===== src/tsf_pkg.sv =====
// Function
// - bc_running_flag is high while the bus controller is enabled and executing.
// - monitor_msg_active sets on a decoded monitor command, clears on message end.
// - monitor_packet_active sets at packet start, clears when the packet completes.
// - rt2_msg_active sets on a valid second-terminal command, clears on message end.
// - rt1_msg_active sets on a valid first-terminal command, clears on message end.
// - rt2_bus_inhibited is high while a bus is shut down for the second terminal.
// - second terminal shutdown ends on override, master reset or rt2_soft_reset.
// - the shut-down bus is recorded in that terminal's test word while inhibited.
// - rt1_bus_inhibited is high while a bus is shut down for the first terminal.
// - first terminal shutdown ends on override, master reset or rt1_soft_reset.
// - an EEPROM checksum failure sets eeprom_checksum_error and pending bit 14.
// - checksum checks and soft-reset reloads only when self_init_select sampled high.
// - a RAM word mismatching its EEPROM bytes sets ram_init_mismatch and pending bit 13.
// - RAM mismatch is evaluated only when self-initialization was selected at reset.
// - a soft reset bit stays high until done, then clears; ready is low meanwhile.
// - a host read of the hardware pending register while ready clears it, except bits set in that same cycle.
package tsf_pkg;
   // register indices; byte address is four times the index
   localparam logic [5:0] IDX_MSR = 6'h01;
   localparam logic [5:0] IDX_BITW1 = 6'h02;
   localparam logic [5:0] IDX_BITW2 = 6'h03;
   localparam logic [5:0] IDX_HPI = 6'h06;
   // master status and reset fields
   localparam int MSR_READY = 15;
   localparam int MSR_SELF = 13;
   localparam int MSR_MTRST = 12;
   localparam int MSR_RT2RST = 11;
   localparam int MSR_RT1RST = 10;
   localparam int MSR_BCRUN = 8;
   localparam int MSR_MONMSG = 7;
   localparam int MSR_MONPKT = 6;
   localparam int MSR_RT2MSG = 5;
   localparam int MSR_RT1MSG = 4;
   localparam int MSR_RT2_BUS_INHIBITED = 3;
   localparam int MSR_RT1_BUS_INHIBITED = 2;
   localparam int MSR_EECK = 1;
   localparam int MSR_RAM_INIT_MISMATCH = 0;
   // hardware pending fields
   localparam int HPI_EECK = 14;
   localparam int HPI_RAM_INIT_MISMATCH = 13;
   // test word fields
   localparam int BITW_BUS_A = 0;
   localparam int BITW_BUS_B = 1;
   // reset values and timing
   localparam logic [15:0] REG_RST = 16'h0000;
   localparam logic [2:0] SAMPLE_CNT = 3'h4;
endpackage


===== src/tsf_reg_if.sv =====
`timescale 1ns/100ps
interface tsf_reg_if;
   logic wr_stb;
   logic rd_stb;
   logic [5:0] idx;
   logic [15:0] wdata;
   logic [15:0] rdata;
   logic hit;
   modport bus (output wr_stb, output rd_stb, output idx, output wdata, input rdata, input hit);
   modport regs (input wr_stb, input rd_stb, input idx, input wdata, output rdata, output hit);
endinterface


===== src/tsf_top.sv =====
`timescale 1ns/100ps
module tsf_top
   import tsf_pkg::*;
(
   // clock and reset
   input wire logic pclk,
   input wire logic presetn,
   // apb
   input wire logic psel,
   input wire logic penable,
   input wire logic pwrite,
   input wire logic [7:0] paddr,
   input wire logic [31:0] pwdata,
   output logic [31:0] prdata,
   output logic pready,
   output logic pslverr,
   // self-initialization
   input wire logic self_init_select,
   input wire logic init_busy,
   input wire logic eeprom_cksum_fail,
   input wire logic ram_word_mismatch,
   // bus controller
   input wire logic bc_enabled,
   input wire logic bc_executing,
   // monitor
   input wire logic mon_cmd_valid,
   input wire logic mon_msg_done,
   input wire logic mon_pkt_start,
   input wire logic mon_pkt_done,
   input wire logic mon_reset_done,
   // remote terminals, index 0 first terminal, index 1 second
   input wire logic [1:0] rt_cmd_valid,
   input wire logic [1:0] rt_msg_done,
   input wire logic [1:0] rt_shutdown_cmd,
   input wire logic [1:0] rt_shutdown_bus,
   input wire logic [1:0] rt_override_cmd,
   input wire logic [1:0] rt_reset_done,
   // status and control outputs
   output logic ready,
   output logic rt1_soft_reset,
   output logic rt2_soft_reset,
   output logic monitor_soft_reset,
   output logic eeprom_reload_en
);
   typedef struct packed {
      logic [2:0] sync;
      logic filt;
      logic [2:0] cnt;
      logic sampled;
      logic self_init;
      logic ready;
      logic bc_run;
      logic [1:0] inh;
      logic [1:0] inh_bus;
      logic ee_err;
      logic ram_err;
      logic mt_rst;
      logic [1:0] rt_rst;
      logic [1:0] hpi;
   } tsf_top_s;

   tsf_top_s q;
   tsf_top_s d;
   tsf_reg_if rif ();

   logic [3:0] msg_set;
   logic [3:0] msg_clr;
   logic [3:0] msg_flag;
   logic [15:0] msr;
   logic [15:0] hpi_word;
   logic [15:0] bitw [2];
   logic msr_wr;
   logic hpi_rd;

   tsf_apb u_apb
   (
      .pclk(pclk),
      .presetn(presetn),
      .psel(psel),
      .penable(penable),
      .pwrite(pwrite),
      .paddr(paddr),
      .pwdata(pwdata),
      .prdata(prdata),
      .pready(pready),
      .pslverr(pslverr),
      .rif(rif.bus)
   );

   // flag order: rt1 msg, rt2 msg, monitor packet, monitor msg
   assign msg_set = {mon_cmd_valid, mon_pkt_start, rt_cmd_valid[1], rt_cmd_valid[0]};
   assign msg_clr = {mon_msg_done, mon_pkt_done, rt_msg_done[1], rt_msg_done[0]};

   genvar gi;
   generate
      for (gi = 0; gi < 4; gi++)
      begin : g_msg
         tsf_flag u_flag
         (
            .pclk(pclk),
            .presetn(presetn),
            .set_evt(msg_set[gi]),
            .clr_evt(msg_clr[gi]),
            .flag(msg_flag[gi])
         );
      end
   endgenerate

   // status words seen by the host
   always_comb
   begin
      msr = REG_RST;
      msr[MSR_READY] = q.ready;
      msr[MSR_SELF] = q.self_init;
      msr[MSR_MTRST] = q.mt_rst;
      msr[MSR_RT2RST] = q.rt_rst[1];
      msr[MSR_RT1RST] = q.rt_rst[0];
      msr[MSR_BCRUN] = q.bc_run;
      msr[MSR_MONMSG] = msg_flag[3];
      msr[MSR_MONPKT] = msg_flag[2];
      msr[MSR_RT2MSG] = msg_flag[1];
      msr[MSR_RT1MSG] = msg_flag[0];
      msr[MSR_RT2_BUS_INHIBITED] = q.inh[1];
      msr[MSR_RT1_BUS_INHIBITED] = q.inh[0];
      msr[MSR_EECK] = q.ee_err;
      msr[MSR_RAM_INIT_MISMATCH] = q.ram_err;
      hpi_word = REG_RST;
      hpi_word[HPI_EECK] = q.hpi[1];
      hpi_word[HPI_RAM_INIT_MISMATCH] = q.hpi[0];
      for (int i = 0; i < 2; i++)
      begin
         bitw[i] = REG_RST;
         bitw[i][BITW_BUS_A] = q.inh[i] & ~q.inh_bus[i];
         bitw[i][BITW_BUS_B] = q.inh[i] & q.inh_bus[i];
      end
   end

   // read mux; while not ready every read returns the status word
   always_comb
   begin
      rif.hit = 1'b1;
      rif.rdata = msr;
      if (q.ready)
      begin
         unique case (rif.idx)
            IDX_MSR: rif.rdata = msr;
            IDX_HPI: rif.rdata = hpi_word;
            IDX_BITW1: rif.rdata = bitw[0];
            IDX_BITW2: rif.rdata = bitw[1];
            default:
            begin
               rif.hit = 1'b0;
               rif.rdata = REG_RST;
            end
         endcase
      end
   end

   // host writes land only when ready; flag bits never take write data
   assign msr_wr = rif.wr_stb & q.ready & (rif.idx == IDX_MSR);
   assign hpi_rd = rif.rd_stb & q.ready & (rif.idx == IDX_HPI);

   always_comb
   begin
      d = q;
      // pin synchroniser; a change counts once stages two and three agree
      d.sync = {q.sync[1:0], self_init_select};
      if (q.sync[1] == q.sync[2])
         d.filt = q.sync[2];
      // strap caught once the synchroniser has filled after release
      if (!q.sampled)
      begin
         if (q.cnt == SAMPLE_CNT)
         begin
            d.sampled = 1'b1;
            d.self_init = q.filt;
         end
         else
            d.cnt = q.cnt + 3'h1;
      end
      d.bc_run = bc_enabled & bc_executing;
      // soft resets: written one starts, done self-clears
      if (msr_wr)
      begin
         d.mt_rst = q.mt_rst | rif.wdata[MSR_MTRST];
         d.rt_rst[1] = q.rt_rst[1] | rif.wdata[MSR_RT2RST];
         d.rt_rst[0] = q.rt_rst[0] | rif.wdata[MSR_RT1RST];
      end
      if (q.mt_rst && mon_reset_done)
         d.mt_rst = 1'b0;
      for (int i = 0; i < 2; i++)
      begin
         if (q.rt_rst[i] && rt_reset_done[i])
            d.rt_rst[i] = 1'b0;
         // ending a shutdown takes priority over a new one
         if (q.rt_rst[i] || rt_override_cmd[i])
         begin
            d.inh[i] = 1'b0;
            d.inh_bus[i] = 1'b0;
         end
         else if (rt_shutdown_cmd[i])
         begin
            d.inh[i] = 1'b1;
            d.inh_bus[i] = rt_shutdown_bus[i];
         end
      end
      // pending bits: read clears, but an event in the same cycle survives
      if (hpi_rd)
         d.hpi = 2'h0;
      if (q.self_init && eeprom_cksum_fail)
      begin
         d.ee_err = 1'b1;
         d.hpi[1] = 1'b1;
      end
      if (q.self_init && ram_word_mismatch)
      begin
         d.ram_err = 1'b1;
         d.hpi[0] = 1'b1;
      end
      d.ready = d.sampled & ~init_busy & ~d.mt_rst & ~(|d.rt_rst);
   end

   always_ff @(posedge pclk or negedge presetn)
   begin
      if (!presetn)
         q <= '0;
      else
         q <= d;
   end

   assign ready = q.ready;
   assign rt1_soft_reset = q.rt_rst[0];
   assign rt2_soft_reset = q.rt_rst[1];
   assign monitor_soft_reset = q.mt_rst;
   assign eeprom_reload_en = q.self_init;
endmodule


===== src/tsf_apb.sv =====
`timescale 1ns/100ps
module tsf_apb
   import tsf_pkg::*;
(
   // clock and reset
   input wire logic pclk,
   input wire logic presetn,
   // apb
   input wire logic psel,
   input wire logic penable,
   input wire logic pwrite,
   input wire logic [7:0] paddr,
   input wire logic [31:0] pwdata,
   output logic [31:0] prdata,
   output logic pready,
   output logic pslverr,
   // register side
   tsf_reg_if.bus rif
);
   typedef struct packed {
      logic pready;
      logic pslverr;
      logic [31:0] prdata;
   } tsf_apb_s;

   tsf_apb_s q;
   tsf_apb_s d;
   logic access;
   logic done;
   logic bad;

   // one wait state: the answer is decided in the first access cycle
   always_comb
   begin
      d = q;
      access = psel & penable;
      done = access & q.pready;
      bad = ~rif.hit | (paddr[1:0] != 2'h0);
      rif.idx = paddr[7:2];
      rif.wdata = pwdata[15:0];
      rif.wr_stb = done & pwrite & ~q.pslverr;
      rif.rd_stb = done & ~pwrite & ~q.pslverr;
      if (done)
      begin
         d.pready = 1'b0;
         d.pslverr = 1'b0;
      end
      else if (access)
      begin
         d.pready = 1'b1;
         d.pslverr = bad;
         d.prdata = (bad | pwrite) ? 32'h0 : {16'h0, rif.rdata};
      end
   end

   always_ff @(posedge pclk or negedge presetn)
   begin
      if (!presetn)
         q <= '0;
      else
         q <= d;
   end

   assign prdata = q.prdata;
   assign pready = q.pready;
   assign pslverr = q.pslverr;
endmodule


===== src/tsf_flag.sv =====
`timescale 1ns/100ps
module tsf_flag
(
   // clock and reset
   input wire logic pclk,
   input wire logic presetn,
   // events
   input wire logic set_evt,
   input wire logic clr_evt,
   // state
   output logic flag
);
   typedef struct packed {
      logic flag;
   } tsf_flag_s;

   tsf_flag_s q;
   tsf_flag_s d;

   // a new command in the ending cycle starts the next message, so set wins
   always_comb
   begin
      d = q;
      if (set_evt)
         d.flag = 1'b1;
      else if (clr_evt)
         d.flag = 1'b0;
   end

   always_ff @(posedge pclk or negedge presetn)
   begin
      if (!presetn)
         q <= '0;
      else
         q <= d;
   end

   assign flag = q.flag;
endmodule


===== config.mk =====
export PLATFORM = sky130hd
export DESIGN_NAME = tsf_top
export DESIGN_NICKNAME = d
export VERILOG_FILES = /design/src/tsf_pkg.sv /design/src/tsf_reg_if.sv /design/src/tsf_top.sv /design/src/tsf_apb.sv /design/src/tsf_flag.sv
export SDC_FILE = /design/constraint.sdc
export NUM_CORES = 1
export LEC_CHECK = 0
export BUFFER_PORTS_ARGS = -buffer_cell sky130_fd_sc_hd__buf_2
export CAP_MARGIN = 20
export CORE_ASPECT_RATIO = 2
export CORE_MARGIN = 2
export CORE_UTILIZATION = 35
export CTS_BUF_LIST = sky130_fd_sc_hd__clkbuf_4
export CTS_CLUSTER_SIZE = 40
export DETAILED_ROUTE_END_ITERATION = 6
export PLACE_DENSITY = 0.72
export SYNTH_ARGS = -nofsm -noshare
export SYNTH_HDL_FRONTEND = slang
export SYNTH_HIERARCHICAL = 1
export SYNTH_SLANG_ARGS = --single-unit

===== constraint.sdc =====
create_clock -name pclk -period 1.9 [get_ports pclk]
set_input_delay 0.38 -clock pclk [delete_from_list [all_inputs] [get_ports pclk]]
set_output_delay 0.38 -clock pclk [all_outputs]
set_load 0.02 [all_outputs]

==> impl.org <==
** Status
- The flow ran to the end, and the final reports show no timing, DRC or antenna violations.

** Cells and area
- Share of post-route cells with drive strength above 1 :: 32.4%
- Growth of design area from synthesis to finish :: 15.6%
- Final Non-Filler Cells :: 346
- Measured on the finished design, the core utilization comes to 41.7%.
- Finished Cell Area :: 2610 sq um
- Filler cell count in the final layout :: 662
- Nets :: 329

** STA
- Maximum operating frequency :: 0.595 GHz
- Clock skew on the completed layout was measured at 0.00812 ns.
- After layout, the worst setup slack is 0.220 ns.
- Measured against its own limit, the worst slew margin works out to 62.8%.
- The count of final max-slew check failures was 0.
- Setup violations remaining at the end of the flow were counted as 0.
- RSZ-0062 raised after global routing :: no
- Of the available clock period, the critical path in the final layout requires 88.4%.
- Across all hold checks on the routed design, the worst slack comes to 0.0919 ns.
- Post-layout min period :: 1.68 ns
- Slew @ Worst Pin :: 0.558 ns
- The final count of hold timing violations is 0.
- Summed over all failing endpoints, the final setup total negative slack is 0 ns.

** Route
- Initial DRC Count :: 41
- Mean number of vias per cell :: 4.74
- Summed over all layers, the routed wires come to 4610 um.
- Detailed-route wire length per cell :: 13.3 um
- For this run, the detailed router's first-pass iteration total came to 4.
- Across all layers, the routed design uses 1640 vias.
- Antenna viol nets, final :: 0
- DRC viols :: 0

** Worst setup path
- The largest single stage delay on the critical path is 0.46 ns.
- Of all nets on the critical path, the largest fanout is 6.
- CP Cell Sequence :: and3b_1, and4b_1, a221o_1, nor2b_1, a32o_1
- Data on the critical path arrives at its endpoint at 1.93 ns.
- On the critical path the largest part of the delay comes from simple AND/OR/NAND/NOR gates.
- The slowest stage of the critical path belongs to the cell sky130_fd_sc_hd__dfrtp_1.
- Worst Path Required :: 2.15 ns
- The worst setup path is captured at a register.
- Counting both buffers and inverters, the worst setup path holds a total of 0.
- Worst Setup Path Type :: register to register
- Critical path launch point type :: register

** Floorplan
- In this run the horizontal extent of the chip is 60.8 um.
- Starting Density :: 36.1%
- # IOs :: 107
- The floorplan step defined a die boundary enclosing 7150 sq um.
- After floorplanning, the core was divided into 41 placement rows.
- The core region is 6260 sq um.
- Die Height :: 118 um

** Power
- Total power after layout :: 1.87 mW
- The analysis attributes to cell leakage a power of 1.32 nW.
- Cell Pwr Density :: 717 nW/um^2
- Worst IR drop on VDD :: 415 uV

** Synthesis
- Average cell area after synthesis :: 11.2 sq um
- Cells after synthesis :: 201
- The Yosys step of the flow raised 6 warnings.
- Mapped cell area :: 2260 sq um

** Clocking
- After clock tree synthesis, the setup repair step added 0 buffers.
- Number of instances resized during post-cts repair :: 0
- The number of clock buffers added by TritonCTS is 5.
- After clock tree synthesis, the clock-pin slew on the worst setup and hold paths is 0.12 ns.
- For this design, the CTS-stage hold fixing added 0 buffers.
- Clock tree from TritonCTS :: yes
- The clock drives 44 sinks.
- CTS Root Cell :: sky130_fd_sc_hd__clkbuf_4
- Clock network latency to the later pin of the worst-skew pair :: 0.35 ns
- In this run the deepest clock path goes through 2 buffers.
- The clock tree synthesis step divided the H-tree into 2 levels.

** Global route
- GRT Overall Usage :: 14.4%
- Total grt overflow :: 0
- First-pass GRT wire length :: 7690 um
- Pin count of the biggest net entering global routing :: 45
- Number of global-route vias before repair :: 1655
- Initial antenna violation count :: 1

** Job
- Maxcap violations :: 0

** Place
- The congestion estimate from routability-driven global placement came to 0.753.
- The count of buffers added on input and output ports is 61.
- After detailed placement, the design holds a cell count of 338.
- Detailed placement finished with a half-perimeter wire length of 3710 um.
- Placed inst area :: 2560 sq um
- Timing analysis after detailed placement gives a worst setup slack of 0.0864 ns.

** Min path
- Tightest Hold Check Type :: input port to async pin
-- where the power goes --
part / internal, mW / switching [mW]
registers: 0.989 / 0.0431
logic: 0.163 / 0.253
clock network: 0.151 / 0.274
-- area by class of cell --
type	instances	area, sq um	area share (%)
Sequential cell	44	1100	42.2
Multi-Input combinational cell	128	930	35.6
Timing Repair Buffer	69	378	14.5
Tap cell	86	108	4.12
Clock buffer	6	45.0	1.73
Inverter	11	41.3	1.58
Clock inverter	1	5.00	0.192
Antenna cell	1	2.50	0.0959
-- layout by cell type, fill, tap and decap left out, types with 4 or more instances in the layout --
cell type	instances
sky130_fd_sc_hd__buf_2	61
sky130_fd_sc_hd__dfrtp_1	44
sky130_fd_sc_hd__conb_1	17
sky130_fd_sc_hd__nor2b_1	16
sky130_fd_sc_hd__a32o_1	16
sky130_fd_sc_hd__and2_1	13
sky130_fd_sc_hd__inv_1	11
sky130_fd_sc_hd__nand2b_1	7
sky130_fd_sc_hd__a21o_1	7
sky130_fd_sc_hd__buf_4	7
sky130_fd_sc_hd__nor3_1	6
sky130_fd_sc_hd__clkbuf_4	6
sky130_fd_sc_hd__nand2_1	5
sky130_fd_sc_hd__nor2_1	4
-- state kept, by name, summed over array words and instances, names as in the netlist, 2 cells and up --
name,count
hpi_word,2
g_msg.u_flag/flag,4
msr,5
d,2
u_apb/prdata,16
q,8
-- per-layer routing --
layer | vias to the layer above | GRT usage [%] | wire, um
met2 | 49 | 25.8 | 2700
met1 | 805 | 14.3 | 1570
li1 | 779 | - | -
met4 | 0 | 7.88 | 128
met5 | - | 0 | 0
met3 | 7 | 2.97 | 200
-- final timing paths --
path                                        from                               end  slack, ns  cells past startpoint
max in group asynchronous                presetn  g_msg[1].u_flag/flag$_DFFE_PN0P_       1.42                      2
worst max-delay path             ready$_DFF_PN0_       u_apb/prdata[0]$_DFFE_PN0P_       0.22                      5
worst min register to register   d[20]$_DFF_PN0_                   d[21]$_DFF_PN0_       0.36                      0
min in group pclk               self_init_select                   d[20]$_DFF_PN0_       0.13                      1
worst min-delay path                     presetn      monitor_soft_reset$_DFF_PN0_       0.09                      2
worst max register to register   ready$_DFF_PN0_       u_apb/prdata[0]$_DFFE_PN0P_       0.22                      5
Note: power is estimated with default switching activity, not from simulation.
